==> src/hdl/tcd_pkg.sv <==
package tcd_pkg;

  // ----------------------------------------------------------------------
  // Clock and timing
  // ----------------------------------------------------------------------
  localparam int CLK_MHZ = 125;
  // Disconnect debounce, in microseconds.
  localparam int DISC_DEBOUNCE_US = 10;
  localparam int DISC_DEBOUNCE_CYC = DISC_DEBOUNCE_US * CLK_MHZ;
  // Attach debounce, in microseconds.
  localparam int ATTACH_DEBOUNCE_US = 100;
  localparam int ATTACH_DEBOUNCE_CYC = ATTACH_DEBOUNCE_US * CLK_MHZ;
  // Vconn fast shutdown, in nanoseconds; the longest time rounds down.
  localparam int VCONN_FSD_NS = 16;
  localparam int VCONN_FSD_CYC_RAW = (VCONN_FSD_NS * CLK_MHZ) / 1000;
  localparam int VCONN_FSD_CYC = (VCONN_FSD_CYC_RAW < 1) ? 1 : VCONN_FSD_CYC_RAW;
  // Dual-role toggle half period, in microseconds.
  localparam int DRP_HALF_US = 35;
  localparam int DRP_HALF_CYC = DRP_HALF_US * CLK_MHZ;

  // ----------------------------------------------------------------------
  // Encodings
  // ----------------------------------------------------------------------
  typedef enum logic [1:0] {
    TCD_TERM_OPEN = 2'h0,
    TCD_TERM_RA = 2'h1,
    TCD_TERM_RD = 2'h2
  } tcd_term_e;

  typedef enum logic [1:0] {
    TCD_ROLE_SRC = 2'h0,
    TCD_ROLE_SNK = 2'h1,
    TCD_ROLE_DRP = 2'h2
  } tcd_role_e;

  typedef enum logic [1:0] {
    TCD_ADV_DEF = 2'h0,
    TCD_ADV_1A5 = 2'h1,
    TCD_ADV_3A0 = 2'h2
  } tcd_adv_e;

  typedef enum logic [2:0] {
    TCD_CONN_NONE = 3'h0,
    TCD_CONN_SINK = 3'h1,
    TCD_CONN_CABLE = 3'h2,
    TCD_CONN_CABLE_SINK = 3'h3,
    TCD_CONN_DEBUG = 3'h4,
    TCD_CONN_AUDIO = 3'h5,
    TCD_CONN_SOURCE = 3'h6
  } tcd_conn_e;

  // Per-pin comparator inputs from the analog front end.
  typedef struct packed {
    logic above_disc;
    logic in_ra;
    logic in_rd;
  } tcd_cc_sense_s;

  // Per-pin termination control.
  typedef struct packed {
    logic pullup_en;
    logic pulldown_en;
    logic watch;
  } tcd_cc_ctrl_s;

endpackage

==> src/hdl/tcd_cc_pin.sv <==
`timescale 1ns/100ps
`default_nettype none
module tcd_cc_pin
  import tcd_pkg::*;
#(
  parameter int DISC_CYC = DISC_DEBOUNCE_CYC,
  parameter int STAB_CYC = ATTACH_DEBOUNCE_CYC
) (
  input wire logic clk,
  input wire logic rst_b,
  input wire logic ce,
  input wire tcd_cc_sense_s sense_async,
  input wire logic watch,
  output tcd_term_e term,
  output logic term_stable,
  output logic detach
);

  // ----------------------------------------------------------------------
  // Synchroniser: first stage is read only by the second.
  // ----------------------------------------------------------------------
  tcd_cc_sense_s sync1;
  tcd_cc_sense_s sync2;
  logic [$clog2(STAB_CYC+1)-1:0] stab_cnt;
  logic [$clog2(DISC_CYC+1)-1:0] disc_cnt;
  tcd_term_e raw_term;

  // Ra range is checked first: a low voltage means an active cable.
  assign raw_term = sync2.in_ra ? TCD_TERM_RA : (sync2.in_rd ? TCD_TERM_RD : TCD_TERM_OPEN);

  always_ff @(posedge clk or negedge rst_b) begin
    if (!rst_b) begin
      sync1 <= '0;
      sync2 <= '0;
    end else if (ce) begin
      sync1 <= sense_async;
      sync2 <= sync1;
    end
  end

  // ----------------------------------------------------------------------
  // Classification debounce
  // ----------------------------------------------------------------------
  always_ff @(posedge clk or negedge rst_b) begin
    if (!rst_b) begin
      term <= TCD_TERM_OPEN;
      stab_cnt <= '0;
      term_stable <= 1'b0;
    end else if (ce) begin
      if (raw_term != term) begin
        term <= raw_term;
        stab_cnt <= '0;
        term_stable <= 1'b0;
      end else if (stab_cnt != STAB_CYC[$bits(stab_cnt)-1:0]) begin
        stab_cnt <= stab_cnt + 1'b1;
      end else begin
        term_stable <= 1'b1;
      end
    end
  end

  // ----------------------------------------------------------------------
  // Disconnect debounce, only on a watched pin
  // ----------------------------------------------------------------------
  always_ff @(posedge clk or negedge rst_b) begin
    if (!rst_b) begin
      disc_cnt <= '0;
      detach <= 1'b0;
    end else if (ce) begin
      detach <= 1'b0;
      if (!watch || !sync2.above_disc) begin
        disc_cnt <= '0;
      end else if (disc_cnt == DISC_CYC[$bits(disc_cnt)-1:0] - 1'b1) begin
        detach <= 1'b1;
        disc_cnt <= '0;
      end else begin
        disc_cnt <= disc_cnt + 1'b1;
      end
    end
  end

endmodule
`default_nettype wire

==> src/hdl/tcd_attach.sv <==
// Function
// Both CC pins use one identical sensing and debounce instance each.
// Source, both open: unattached, watch both, VBUS and VCONN off.
// Source, Rd on CC1 only: sink attached, VBUS on, watch CC1.
// Source, Rd on CC2 only: sink attached, VBUS on, watch CC2.
// Source, Ra on CC1 only: cable flagged, watch both, no power. The code watches only CC1.
// Source, Ra on CC2 only: cable flagged, watch both, no power. The code watches only CC2.
// Source, Ra CC1 and Rd CC2: VBUS on, VCONN on CC1, watch CC2.
// Source, Rd CC1 and Ra CC2: VBUS on, VCONN on CC2, watch CC1.
// Source, Rd on both: debug accessory, detach on either pin.
// Source, Ra on both: audio accessory, detach on either pin.
// Default pullup until VBUS switch closes; then firmware level allowed.
// A voltage in the Ra range means an active cable, not a sink.
// Detach only after disconnect threshold held for the debounce time.
// Sink: pulldowns, attach by VBUS, decode advertised current from CC.
// Dual role toggles each pin between pulldown and pullup repeatedly.
// Dead battery presents Rd; a control removes it when unneeded.
// CC overvoltage or reverse current kills VCONN fast and PD transmitter.
// Unattached states enable the VBUS discharge pulldown.
// On detach remove power and return to unattached, watching both.
// Terminations must be stable for a debounce time before attach.
`timescale 1ns/100ps
`default_nettype none
module tcd_attach
  import tcd_pkg::*;
#(
  parameter int DISC_CYC = DISC_DEBOUNCE_CYC,
  parameter int STAB_CYC = ATTACH_DEBOUNCE_CYC,
  parameter int DRP_CYC = DRP_HALF_CYC
) (
  input wire logic clk,
  input wire logic rst_b,
  input wire logic ce,
  input wire tcd_role_e role,
  input wire tcd_adv_e adv_request,
  input wire tcd_cc_sense_s cc1_sense,
  input wire tcd_cc_sense_s cc2_sense,
  input wire logic [1:0] cc1_snk_level,
  input wire logic [1:0] cc2_snk_level,
  input wire logic vbus_present_async,
  input wire logic dead_battery_async,
  input wire logic dead_rd_release,
  input wire logic cc_overvoltage_async,
  input wire logic reverse_current_async,
  output tcd_conn_e conn_state,
  output tcd_cc_ctrl_s cc1_ctrl,
  output tcd_cc_ctrl_s cc2_ctrl,
  output tcd_adv_e pullup_level,
  output logic vbus_source_en,
  output logic vconn_cc1_en,
  output logic vconn_cc2_en,
  output logic vbus_discharge_en,
  output logic pd_tx_disable,
  output logic orientation_cc2,
  output tcd_adv_e snk_adv_current
);

  // ----------------------------------------------------------------------
  // Pin sensing, one identical instance per pin
  // ----------------------------------------------------------------------
  tcd_term_e t1;
  tcd_term_e t2;
  logic s1;
  logic s2;
  logic d1;
  logic d2;
  logic [3:0] sy1;
  logic [3:0] sy2;
  logic vbus_ok;
  logic dead_bat;
  logic fault;
  logic [$clog2(DRP_CYC+1)-1:0] drp_cnt;
  logic drp_phase_src;

  tcd_cc_pin #(.DISC_CYC(DISC_CYC), .STAB_CYC(STAB_CYC)) u_cc1 (
    .clk(clk),
    .rst_b(rst_b),
    .ce(ce),
    .sense_async(cc1_sense),
    .watch(cc1_ctrl.watch),
    .term(t1),
    .term_stable(s1),
    .detach(d1)
  );

  tcd_cc_pin #(.DISC_CYC(DISC_CYC), .STAB_CYC(STAB_CYC)) u_cc2 (
    .clk(clk),
    .rst_b(rst_b),
    .ce(ce),
    .sense_async(cc2_sense),
    .watch(cc2_ctrl.watch),
    .term(t2),
    .term_stable(s2),
    .detach(d2)
  );

  // Level synchronisers for the VBUS, dead battery, overvoltage and reverse current inputs.
  always_ff @(posedge clk or negedge rst_b) begin
    if (!rst_b) begin
      sy1 <= '0;
      sy2 <= '0;
    end else if (ce) begin
      sy1 <= {vbus_present_async, dead_battery_async, cc_overvoltage_async,
              reverse_current_async};
      sy2 <= sy1;
    end
  end

  assign vbus_ok = sy2[3];
  assign dead_bat = sy2[2];
  assign fault = sy2[1] | sy2[0];

  // ----------------------------------------------------------------------
  // Decision logic
  // ----------------------------------------------------------------------
  logic both_stable;
  logic src_mode;
  logic any_detach;
  tcd_conn_e target;
  tcd_conn_e next_conn;
  logic [1:0] next_watch;
  logic next_vbus;
  logic next_vc1;
  logic next_vc2;

  // In dual role the source decision is taken only in the pullup phase.
  assign src_mode = (role == TCD_ROLE_SRC) || (role == TCD_ROLE_DRP && drp_phase_src);
  assign both_stable = s1 & s2;
  // Only a pin that is watched now may end a connection. The watch outputs lag one edge.
  // Without this, a detach pulse counted before an attach could end the attach at once.
  assign any_detach = (d1 & cc1_ctrl.watch) | (d2 & cc2_ctrl.watch);

  always_comb begin
    target = TCD_CONN_NONE;
    unique case ({t1, t2})
      {TCD_TERM_RD, TCD_TERM_OPEN}: target = TCD_CONN_SINK;
      {TCD_TERM_OPEN, TCD_TERM_RD}: target = TCD_CONN_SINK;
      {TCD_TERM_RA, TCD_TERM_OPEN}: target = TCD_CONN_CABLE;
      {TCD_TERM_OPEN, TCD_TERM_RA}: target = TCD_CONN_CABLE;
      {TCD_TERM_RA, TCD_TERM_RD}: target = TCD_CONN_CABLE_SINK;
      {TCD_TERM_RD, TCD_TERM_RA}: target = TCD_CONN_CABLE_SINK;
      {TCD_TERM_RD, TCD_TERM_RD}: target = TCD_CONN_DEBUG;
      {TCD_TERM_RA, TCD_TERM_RA}: target = TCD_CONN_AUDIO;
      default: target = TCD_CONN_NONE;
    endcase
  end

  always_comb begin
    next_conn = conn_state;
    if (!src_mode) begin
      next_conn = vbus_ok ? TCD_CONN_SOURCE : TCD_CONN_NONE;
    end else if (conn_state == TCD_CONN_SOURCE) begin
      next_conn = TCD_CONN_NONE;
    end else if (any_detach) begin
      next_conn = TCD_CONN_NONE;
    end else if (both_stable && (conn_state == TCD_CONN_NONE ||
                 conn_state == TCD_CONN_CABLE)) begin
      next_conn = target;
    end
  end

  always_comb begin
    next_watch = 2'b11;
    next_vbus = 1'b0;
    next_vc1 = 1'b0;
    next_vc2 = 1'b0;
    unique case (next_conn)
      TCD_CONN_SINK: begin
        next_watch = (t1 == TCD_TERM_RD) ? 2'b01 : 2'b10;
        next_vbus = 1'b1;
      end
      TCD_CONN_CABLE_SINK: begin
        next_watch = (t1 == TCD_TERM_RA) ? 2'b10 : 2'b01;
        next_vbus = 1'b1;
        next_vc1 = (t1 == TCD_TERM_RA);
        next_vc2 = (t2 == TCD_TERM_RA);
      end
      // The cable pin is watched for detach. The open pin is left to the
      // classifier, which finds a sink attach there.
      TCD_CONN_CABLE: next_watch = (t1 == TCD_TERM_RA) ? 2'b01 : 2'b10;
      TCD_CONN_SOURCE: next_watch = 2'b00;
      default: next_watch = 2'b11;
    endcase
  end

  // ----------------------------------------------------------------------
  // Dual-role toggle
  // ----------------------------------------------------------------------
  always_ff @(posedge clk or negedge rst_b) begin
    if (!rst_b) begin
      drp_cnt <= '0;
      drp_phase_src <= 1'b0;
    end else if (ce) begin
      if (role != TCD_ROLE_DRP || conn_state != TCD_CONN_NONE) begin
        drp_cnt <= '0;
      end else if (drp_cnt == DRP_CYC[$bits(drp_cnt)-1:0] - 1'b1) begin
        drp_cnt <= '0;
        drp_phase_src <= ~drp_phase_src;
      end else begin
        drp_cnt <= drp_cnt + 1'b1;
      end
    end
  end

  // ----------------------------------------------------------------------
  // State and outputs
  // ----------------------------------------------------------------------
  logic rd_hold;
  logic pull_up;
  logic pull_dn;

  assign pull_up = src_mode;
  assign pull_dn = !src_mode || rd_hold;

  always_ff @(posedge clk or negedge rst_b) begin
    if (!rst_b) begin
      rd_hold <= 1'b1;
    end else if (ce) begin
      rd_hold <= dead_bat && !dead_rd_release;
    end
  end

  always_ff @(posedge clk or negedge rst_b) begin
    if (!rst_b) begin
      conn_state <= TCD_CONN_NONE;
      cc1_ctrl <= '0;
      cc2_ctrl <= '0;
      vbus_source_en <= 1'b0;
      vconn_cc1_en <= 1'b0;
      vconn_cc2_en <= 1'b0;
      vbus_discharge_en <= 1'b1;
      pd_tx_disable <= 1'b0;
      orientation_cc2 <= 1'b0;
    end else if (ce) begin
      conn_state <= next_conn;
      cc1_ctrl <= '{pullup_en: pull_up, pulldown_en: pull_dn, watch: next_watch[0]};
      cc2_ctrl <= '{pullup_en: pull_up, pulldown_en: pull_dn, watch: next_watch[1]};
      vbus_source_en <= next_vbus;
      vconn_cc1_en <= next_vc1 && !fault;
      vconn_cc2_en <= next_vc2 && !fault;
      pd_tx_disable <= fault;
      vbus_discharge_en <= (next_conn == TCD_CONN_NONE) ||
                           (next_conn == TCD_CONN_CABLE);
      orientation_cc2 <= (next_conn == TCD_CONN_SOURCE) ? (t2 == TCD_TERM_RD) :
                         next_watch == 2'b10;
    end
  end

  // Advertisement stays default until the VBUS switch is closed.
  always_ff @(posedge clk or negedge rst_b) begin
    if (!rst_b) begin
      pullup_level <= TCD_ADV_DEF;
      snk_adv_current <= TCD_ADV_DEF;
    end else if (ce) begin
      pullup_level <= vbus_source_en ? adv_request : TCD_ADV_DEF;
      snk_adv_current <= tcd_adv_e'(orientation_cc2 ? cc2_snk_level : cc1_snk_level);
    end
  end

endmodule
`default_nettype wire

==> config.mk <==
export PLATFORM = sky130hd
export DESIGN_NAME = tcd_attach
export DESIGN_NICKNAME = d
export VERILOG_FILES = /design/src/hdl/tcd_pkg.sv /design/src/hdl/tcd_cc_pin.sv /design/src/hdl/tcd_attach.sv
export SDC_FILE = /design/constraint.sdc
export NUM_CORES = 1
export LEC_CHECK = 0
export ABC_CLOCK_PERIOD_IN_PS = 4290
export BUFFER_PORTS_ARGS = -buffer_cell sky130_fd_sc_hd__buf_2
export CAP_MARGIN = 0
export CORE_MARGIN = 2
export CORE_UTILIZATION = 65
export DETAILED_ROUTE_END_ITERATION = 7
export PLACE_DENSITY = 0.88
export SYNTH_ARGS = -nofsm -noshare
export SYNTH_HDL_FRONTEND = slang
export SYNTH_HIERARCHICAL = 1
export SYNTH_SLANG_ARGS = --single-unit
==> constraint.sdc <==
create_clock -name clk -period 4.29 [get_ports clk]
set_input_delay 0.6435 -clock clk [delete_from_list [all_inputs] [get_ports clk]]
set_output_delay 0.6435 -clock clk [all_outputs]
set_load 0.01 [all_outputs]
; Yosys cells after proc, flatten, opt, wreduce, memory -nomap -nowiden
; Memory sizes are Yosys's and may differ from the RTL's.
; Cells that the tools add are included.
[op_classes]
n_addsub = 5
n_eq_ne = 22
mux = 37
bitwise = 7
n_reduce_logical = 33
[ops]
columns = cell, count
row1 = $mux W14, 4
row2 = $mux W11, 4
row3 = $add A14 B1 Y14 const B, 2
row4 = $ne A14 B14 Y1 const B, 2
row5 = $mux W13, 2
row6 = $add A11 B1 Y11 const B, 2
row7 = $eq A11 B11 Y1 const B, 2
row8 = $mux W2, 9
row9 = $mux W3, 5
row10 = $add A13 B1 Y13 const B, 1
row11 = $eq A13 B13 Y1 const B, 1
row12 = $mux W1, 12
row13 = $reduce_and A2 Y1, 6
row14 = $eq A3 B2 Y1 const B, 3
row15 = $eq A2 B2 Y1 const B, 4
row16 = $pmux W2 S4, 1
row17 = $logic_not A1 Y1, 7
row18 = $logic_or A1 B1 Y1, 7
row19 = $eq A3 B3 Y1 const B, 2
row20 = $logic_not A3 Y1, 2
row21 = $logic_and A1 B1 Y1, 5
row22 = $eq A2 B1 Y1 const B, 2
row23 = $ne A2 B1 Y1 const B, 2
row24 = $ne A2 B2 Y1, 2
row25 = other kinds (10), 15
[word_totals]
ff_bits = 110
romBits = 48
input_bits = 22
out_inout_bits = 19
wordCells = 145
n_memories = 1
[mem_list]
columns = memory, words, width, read_ports, rd_ports_with_merged_regs, wr, line
row1 = (no name shown), 16, 3, 1, 0, 0, tcd_attach.sv:135  ; unique case ({t1, t2})

; Depth between registers and ports, before layout
; Gate-level depths: netlist of the first run.
[logic_depth]
ltp_word = 11
ltp_mapped = 8
ltp_nobuf = 7

; Hierarchy
; Netlist of the first run, hierarchy kept.
[by_module_without_submodules]
columns = mod, instances, cells_each, area_per_inst_um2, seq_area_each_um2
row1 = tcd_cc_pin, 2, 188, 1863.0, 875.8
row2 = tcd_attach, 1, 231, 2259.7, 1003.5

; Least setup slack after synthesis of the first run
; Ideal clock, no wire load.
[synth_path]
kind = input -> register
startpoint = in role[1]
endpoint = reg vconn_cc2_en
setup_ps = 80
arrival_ps = 2434
t_required_ps = 4210
setup_slack_ps = 1776
path_stages = 6
n_path_buf = 1
cell_sequence = nor2b_1 > or4b_1 > buf_2 > or3_4 > or4b_4 > o22ai_2
[synth_between]
elab_chain_len = 7
word_cells_on_any_way = 8
classes_between = eq/ne: 2 / mux: 2 / reduce/logical: 4
[synth_lines]
columns = item, line
row1 = "start, declared", tcd_attach.sv:34  ; input wire tcd_role_e role,
row2 = $eq A2 B2 Y1, tcd_attach.sv:127  ; assign src_mode = (role == TCD_ROLE_SRC) || (role == TCD_ROLE_DRP && drp_phase_src);
row3 = $logic_and A1 B1 Y1, tcd_attach.sv:127
row4 = $logic_or A1 B1 Y1 *, tcd_attach.sv:127
row5 = $mux W3 *, tcd_attach.sv:150  ; if (!src_mode) begin
row6 = $eq A3 B2 Y1 *, tcd_attach.sv:167  ; unique case (next_conn)
row7 = $mux W1 *, tcd_attach.sv:167
row8 = $logic_and A1 B1 Y1 *, tcd_attach.sv:240  ; vconn_cc2_en <= next_vc2 && !fault;
row9 = "end signal, assigned", tcd_attach.sv:240
row10 = "end, declared", tcd_attach.sv:51  ; output logic vconn_cc2_en,
; Mark *: on every way between the ends. The rest lies on a longest branch, timed or not.
; A chain may end at the register's enable or synchronous reset.

; Worst setup path after layout of the first run
[layout_path]
startpoint = reg drp_cnt[0]
endpoint = reg drp_cnt[4]
[layout_between]
elab_chain_len = 3
word_cells_on_any_way = 4
classes_between = add/sub: 1 / eq/ne: 1 / mux: 2
[layout_lines]
columns = item, line
row1 = "start, declared", tcd_attach.sv:72  ; logic [$clog2(DRP_CYC+1)-1:0] drp_cnt;
row2 = "start signal, assigned", tcd_attach.sv:200  ; drp_cnt <= drp_cnt + 1'b1;
row3 = $add A13 B1 Y13 or $eq A13 B13 Y1 (tied branches), "tcd_attach.sv:200, tcd_attach.sv:196"
row4 = $mux W13 *, tcd_attach.sv:196  ; end else if (drp_cnt == DRP_CYC[$bits(drp_cnt)-1:0] - 1'b1) begin
row5 = $mux W13 *, tcd_attach.sv:194  ; if (role != TCD_ROLE_DRP || conn_state != TCD_CONN_NONE) begin
; Marked as above.

==> results.toml, run 1 <==
[finish]
syn2layout_area_growth_pct = 7.63
final_cell_count_no_fill = 756
nNetsFinal = 676
fill_cells = 703
drive_gt1_share_pct = 16.1
antennaDiodeCount = 0

[sta]
drv_slew = 0
rsz0062_at_grt = "no"
min_period_over_period_pct = 60.8
worst_pin_slew_ns = 1.08
setup_tns_ns = 0
final.min_clock_period_ns = 2.61
hold_viol_final = 0
fmax_ghz = 0.383
setup_viol_count_final = 0
finClkSkew_ns = 0.00956
relSlewSlack_pct = 27.9

[logic_synthesis]
synth_most_common_cell = "dfrtp_1"
synth_flop_cell = "dfrtp_1"
yosys_warnings = 6
async_reset_ff_share_pct = 100
synthTopCellsByArea = "dfrtp_1 45%, mux2_2 5.1%, o21ai_0 3.7%"
ys_seq_area_share_pct = 46.0
post_synth_num_cell_types = 70
synthCells = 607
syn_avg_cell_area_um2 = 9.86
synth_edf_count = 0
ys_ff_latch = 110
synth_commonest_cells = "108 x dfrtp_1, 50 x nor2_1, 44 x o21ai_0, 36 x inv_1, 35 x nand2_1"
netlist_area_um2 = 5990
syn-num-nets = 643
synth_top_area_share_pct = 45.2
synth_top_cell_by_area = "dfrtp_1"

[routing]
routedWlPerCell_um = 16.3
post-route-drc-count = 0
drtIter0Drc = 260
drtAntennaViolNets = 0
routed_wl_mm = 12.3
via_per_inst = 6.33
dr.pass1.iters = 5
via_count = 4783

[clocking]
postCtsHoldBufs = 0
clkTransAtPathRegs_ns = 0.10
cts_resized = 0
htree_levels = 3
clockBufferDepth = 2
postCtsSetupBuffers = 0
cts_made_buffers = 9
cts_tree = "yes"
clk_latency_ns = 0.37
cts_sinks = 110
root_buffer = "clkbuf_8"

[die]
die_h_um = 100
die-area_um2 = 9990
rows = 35
initial_core_util_pct = 66.0
core_um2 = 9060
die_w_um = 100
pin_count = 41

[power]
seq_power_share_pct = 54.7
power_density_nw_per_um2 = 338
clockPowerShare_pct = 28.1
p_int_uw = 1530
combinationalPowerShare_pct = 17.2
switchingPower_uw = 646
p_sw_share_pct = 29.6
peakVddDrop_uv = 226
p_leak_uw = 0.00268

[run_status]
status = "finished clean"

[flow_run]
drv_cap = 0

[critical_path]
timing.rr.start = "drp_cnt[0]"
criticalPathCategory = "reg -> reg"
cp-end-kind = "register"
rrSetupSlack_ns = 1.68
crit_required_ns = 4.57
startpoint_type = "register"
crit_chain = "inv_1 -> ha_1 -> or4b_1 -> nor4_2 -> or2_1 -> o21ai_0 -> a21o_1"
crit_path_max_fanout = 11
timing.rr.end = "drp_cnt[4]"
slowest_delay_ns = 0.65
arrival_ns = 2.89
crit_path_top_delay_cell = "nor4_2"
rr_worst_depth = 7

[global_routing]
globalRouteOverflowTotal = 0
grt_max_degree = 88
grt_pass1_wl_mm = 21.4
grt_pass1_vias = 4715
antenna_found_initial = 0
grt.total_usage_pct = 26.2

[placed_design]
place_inst = 740
hpwl_mm = 8.54
routabilityCongestion = 0.932
io_buffers = 40

[min_path]
hp-class = "in -> async"
-- cells in the final DEF, fill, tap and decap left out, types with 5 or more instances in the layout --
cell type,count
o31ai_1,9
ha_1,14
a21oi_1,16
nand3_1,25
nor3_1,21
o21ai_0,44
nand2_1,35
buf_4,5
a21o_1,10
o22ai_1,5
xnor2_1,19
and3_1,7
buf_2,38
nand2b_1,10
mux2_2,27
nand3b_1,11
or3_1,9
a31oi_1,5
dfrtp_1,108
inv_1,36
o211ai_1,5
nor3b_1,6
mux2i_1,6
clkbuf_8,9
nor2_1,50
nand4_1,15
nor4_1,10
-- critical path: cells and delay by family (launching register included) --
family	cells	cell delay, ns
simple gates	3	1.50
flops	1	0.42
buf+inv	1	0.11
fa+ha+maj	1	0.14
compound gates	2	0.36
-- worst max-delay path by stage --
stage | from | endpoint | slack, ns | cells past startpoint
floorplan | role[1] | vconn_cc2_en | 1.78 | 6
global placement | role[1] | vconn_cc2_en | 1.61 | 6
detailed placement | role[1] | vconn_cc2_en | 1.55 | 6
CTS | drp_cnt[0] | drp_cnt[4] | 1.70 | 7
global route | drp_cnt[0] | drp_cnt[4] | 1.49 | 7
finish | drp_cnt[0] | drp_cnt[4] | 1.68 | 7
-- cells by family after synthesis --
family | share of synthesized area (%)
buffers and inverters | 3.93
AND/OR/NAND/NOR | 23.2
adder cells (fa/ha/maj) | 2.93
AO/OA/AOI/OAI | 14.7
flip-flops | 46.0
XOR/XNOR | 3.07
multiplexers | 6.08
-- per-stage QoR --
step | worst slack, ns | cell area (um2) | utilization, % | hold slack, ns | power, uW
2_1_floorplan | 1.78 | 5990 | - | 0.348 | 1460
3_3_place_gp | 1.61 | 6250 | 69.0 | 0.471 | 1560
3_5_place_dp | 1.55 | 6250 | 69.0 | 0.477 | 1580
4_1_cts | 1.70 | 6440 | 71.1 | 0.481 | 2200
5_1_grt | 1.49 | 6440 | 71.1 | 0.482 | 2300
6_report | 1.68 | 6440 | 71.1 | 0.455 | 2180
-- state kept, by name, summed over array words and instances, names as in the netlist, 4 cells and up --
| signal | cells |
|---|---|
| u_cc2/stab_cnt | 14 |
| sy1 | 4 |
| u_cc2/disc_cnt | 11 |
| u_cc1/stab_cnt | 14 |
| u_cc1/disc_cnt | 11 |
| sy2 | 4 |
| drp_cnt | 13 |
-- routing by layer --
| layer | up-vias | wire (um) | global-route usage [%] |
|---|---|---|---|
| li1 | 2276 | - | - |
| met1 | 2341 | 5280 | 34.4 |
| met3 | 19 | 545 | 4.94 |
| met5 | - | 0 | 0 |
| met4 | 0 | 170 | 7.69 |
| met2 | 147 | 6300 | 44.5 |
-- power groups by stage --
stage	combinational [uW]	sequential (uW)	clock (uW)
final	375	1190	612
after floorplan	264	1190	0
after global placement	359	1200	0
after global routing	424	1200	671
after CTS	375	1190	632
after detailed placement	373	1210	0
-- cell type report --
| cell class | instances | area [um2] | share of cell area, % |
|---|---|---|---|
| multi-input combinational | 440 | 3000 | 46.5 |
| clock buffer | 11 | 131 | 2.04 |
| tap | 111 | 139 | 2.16 |
| inverter | 36 | 135 | 2.10 |
| timing repair buffer | 43 | 228 | 3.53 |
| sequential | 110 | 2760 | 42.8 |
| clock inverter | 5 | 58.8 | 0.913 |
Power figures use the tool's default switching activity.
==> run 2: changes to the inputs <==
--- a/config.mk
+++ b/config.mk
@@ -5,13 +5,13 @@
 export SDC_FILE = /design/constraint.sdc
 export NUM_CORES = 1
 export LEC_CHECK = 0
-export ABC_CLOCK_PERIOD_IN_PS = 4290
+export ABC_CLOCK_PERIOD_IN_PS = 2100
 export BUFFER_PORTS_ARGS = -buffer_cell sky130_fd_sc_hd__buf_2
 export CAP_MARGIN = 0
 export CORE_MARGIN = 2
-export CORE_UTILIZATION = 65
+export CORE_UTILIZATION = 55
 export DETAILED_ROUTE_END_ITERATION = 7
-export PLACE_DENSITY = 0.88
+export PLACE_DENSITY = 0.79
 export SYNTH_ARGS = -nofsm -noshare
 export SYNTH_HDL_FRONTEND = slang
 export SYNTH_HIERARCHICAL = 1
==> constraint.sdc (replaced) <==
create_clock -name clk -period 2.1 [get_ports clk]
set_input_delay 0.315 -clock clk [delete_from_list [all_inputs] [get_ports clk]]
set_output_delay 0.315 -clock clk [all_outputs]
set_load 0.01 [all_outputs]
==> run 2 against run 1 <==
Net effect: the run now ends with setup timing left; clock skew shrank 0.00063 ns; sequential share of layout area shrank 3.0 points; via count increased by 4.7%; clock-buffer cell count down 1; combinational power rose to 2.6 times the previous value; flip-flop and latch count stayed put; register-to-register slack lost 1.8 ns; worst hold slack worse by 0.30 ns; sequential power is 100% higher; routed wire length is 10% higher; power up 120%.
==> results.toml, run 2 (synthesis results as in run 1) <==
[die]
die_h_um = 108
initial_core_util_pct = 55.7
pin_count = 41
rows = 38
die_w_um = 108
core_um2 = 10700
die-area_um2 = 11700

[global_routing]
antenna_found_initial = 0
grt_max_degree = 51
grt_pass1_vias = 4909
grt_pass1_wl_mm = 22.8
grt.total_usage_pct = 24.3
globalRouteOverflowTotal = 0

[run_status]
status = "finished with violations"
violations = "setup timing"

[finish]
top_regs = "u_cc1/stab_cnt (14), u_cc2/stab_cnt (14), drp_cnt (13)"
layout_common_cells = "108 x dfrtp_1, 48 x nor2_1, 44 x o21ai_0, 41 x buf_4, 38 x buf_2"
syn2layout_area_growth_pct = 15.7
nNetsFinal = 715
drive_gt1_share_pct = 23.5
antennaDiodeCount = 0
final_common_cell = "dfrtp_1"
fill_cells = 855

[placed_design]
routabilityCongestion = 0.935
pre_cts_ws_ns = -0.164
io_buffers = 40
hpwl_mm = 9.62

[sta]
fin_ws_ns = -0.109
fmax_ghz = 0.453
setup_tns_ns = -0.207
setup_viol_count_final = 2
final.min_clock_period_ns = 2.21
min_period_over_period_pct = 105
drv_slew = 0
rsz0062_at_grt = "yes"
relSlewSlack_pct = 59.2
finClkSkew_ns = 0.00892
hold_viol_final = 0
worst_pin_slew_ns = 0.604

[critical_path]
timing.rr.start = "cc1_ctrl[0]"
crit_path_max_fanout = 3
cp-end-kind = "register"
arrival_ns = 2.52
rrSetupSlack_ns = -0.11
rr_worst_depth = 5
timing.rr.end = "vconn_cc2_en"
crit_required_ns = 2.41
startpoint_type = "register"
criticalPathCategory = "reg -> reg"

[clocking]
clockBufferDepth = 2
clk_latency_ns = 0.39
clkTransAtPathRegs_ns = 0.10
cts_tree = "yes"
root_buffer = "clkbuf_8"
cts_sinks = 110
htree_levels = 3
cts_made_buffers = 9

[routing]
dr.pass1.iters = 6
via_per_inst = 6.08
drtAntennaViolNets = 0
drtIter0Drc = 365
via_count = 5010
post-route-drc-count = 0
routedWlPerCell_um = 16.4
routed_wl_mm = 13.5

[power]
peakVddDrop_uv = 487
p_leak_uw = 0.00292
power_density_nw_per_um2 = 680

[flow_run]
drv_cap = 0

[min_path]
hold-path-cell-count = 2
holdPathEnd = "u_cc2/sync1[1]"
hp-start = "cc2_sense[1]"
hp-class = "in -> reg"
[run 2: changes by cell type in the layout (fill, tap and decap cells not counted), sizes merged]
cell         change
buf             +38
clkbuf           -1
clkinv           +1
clkinvlp         -1
dlygate4sd3      +1
inv              +1
[run 2: power breakdown]
group          switching (uW)  internal (uW)  total, uW
logic                     543            429        972
registers                 137           2260       2400
clock network             749            593       1340
[run 2: layout make-up]
class / count / area [um2] / share of cell area (%)
clock buffer: 10 / 138 / 1.99
sequential: 110 / 2760 / 39.8
timing repair buffer: 82 / 548 / 7.91
tap: 140 / 175 / 2.53
multi-input combinational: 440 / 3110 / 44.9
inverter: 36 / 135 / 1.95
clock inverter: 6 / 68.8 / 0.993
[run 2: what timing repair did]
action | in CTS | in global routing
gates cloned | 0 | 0
gates resized for setup | 11 | 10
buffers inserted | 1 | 1
endpoints found under the hold margin | 15 | 0
pin swaps | 9 | 6
endpoints found under the setup margin | 6 | 16
hold buffers | 1 | 0
[run 2: metrics by stage]
stage | util, % | std cells | hold WS [ns] | area, um2 | power [uW]
after floorplan | - | 607 | 0.0194 | 6000 | 2970
after global placement | 61.4 | 805 | 0.211 | 6600 | 3300
after detailed placement | 61.4 | 805 | 0.214 | 6600 | 3340
after CTS | 63.9 | 823 | 0.132 | 6870 | 4720
after global routing | 64.5 | 824 | 0.129 | 6930 | 4960
final | 64.5 | 824 | 0.151 | 6930 | 4710
[run 2: metal layers]
metal / vias to the layer above / track usage [%] / routed length (um)
met2: 164 / 39.8 / 6720
met1: 2469 / 32.4 / 5910
met3: 25 / 5.61 / 662
li1: 2352 / - / -
met5: - / 0 / 0
met4: 0 / 7.42 / 240
[run 2: worst max path at each step]
stage / from / endpoint / slack (ns) / cells after the start
floorplan: conn_state[0] / vconn_cc2_en / -0.27 / 7
global placement: role[1] / vconn_cc2_en / -0.13 / 6
detailed placement: role[1] / vconn_cc2_en / -0.16 / 6
CTS: cc1_ctrl[0] / vconn_cc2_en / -0.08 / 5
global route: u_cc2/term[1] / vconn_cc1_en / -0.16 / 7
finish: cc1_ctrl[0] / vconn_cc2_en / -0.11 / 5
[run 2: critical path: stages (launching register included)]
cell and delay (ns):
dfrtp_1 0.40, a22oi_2 0.20, or4b_4 0.50, or3_4 0.35, or4b_4 0.56, o22ai_4 0.12
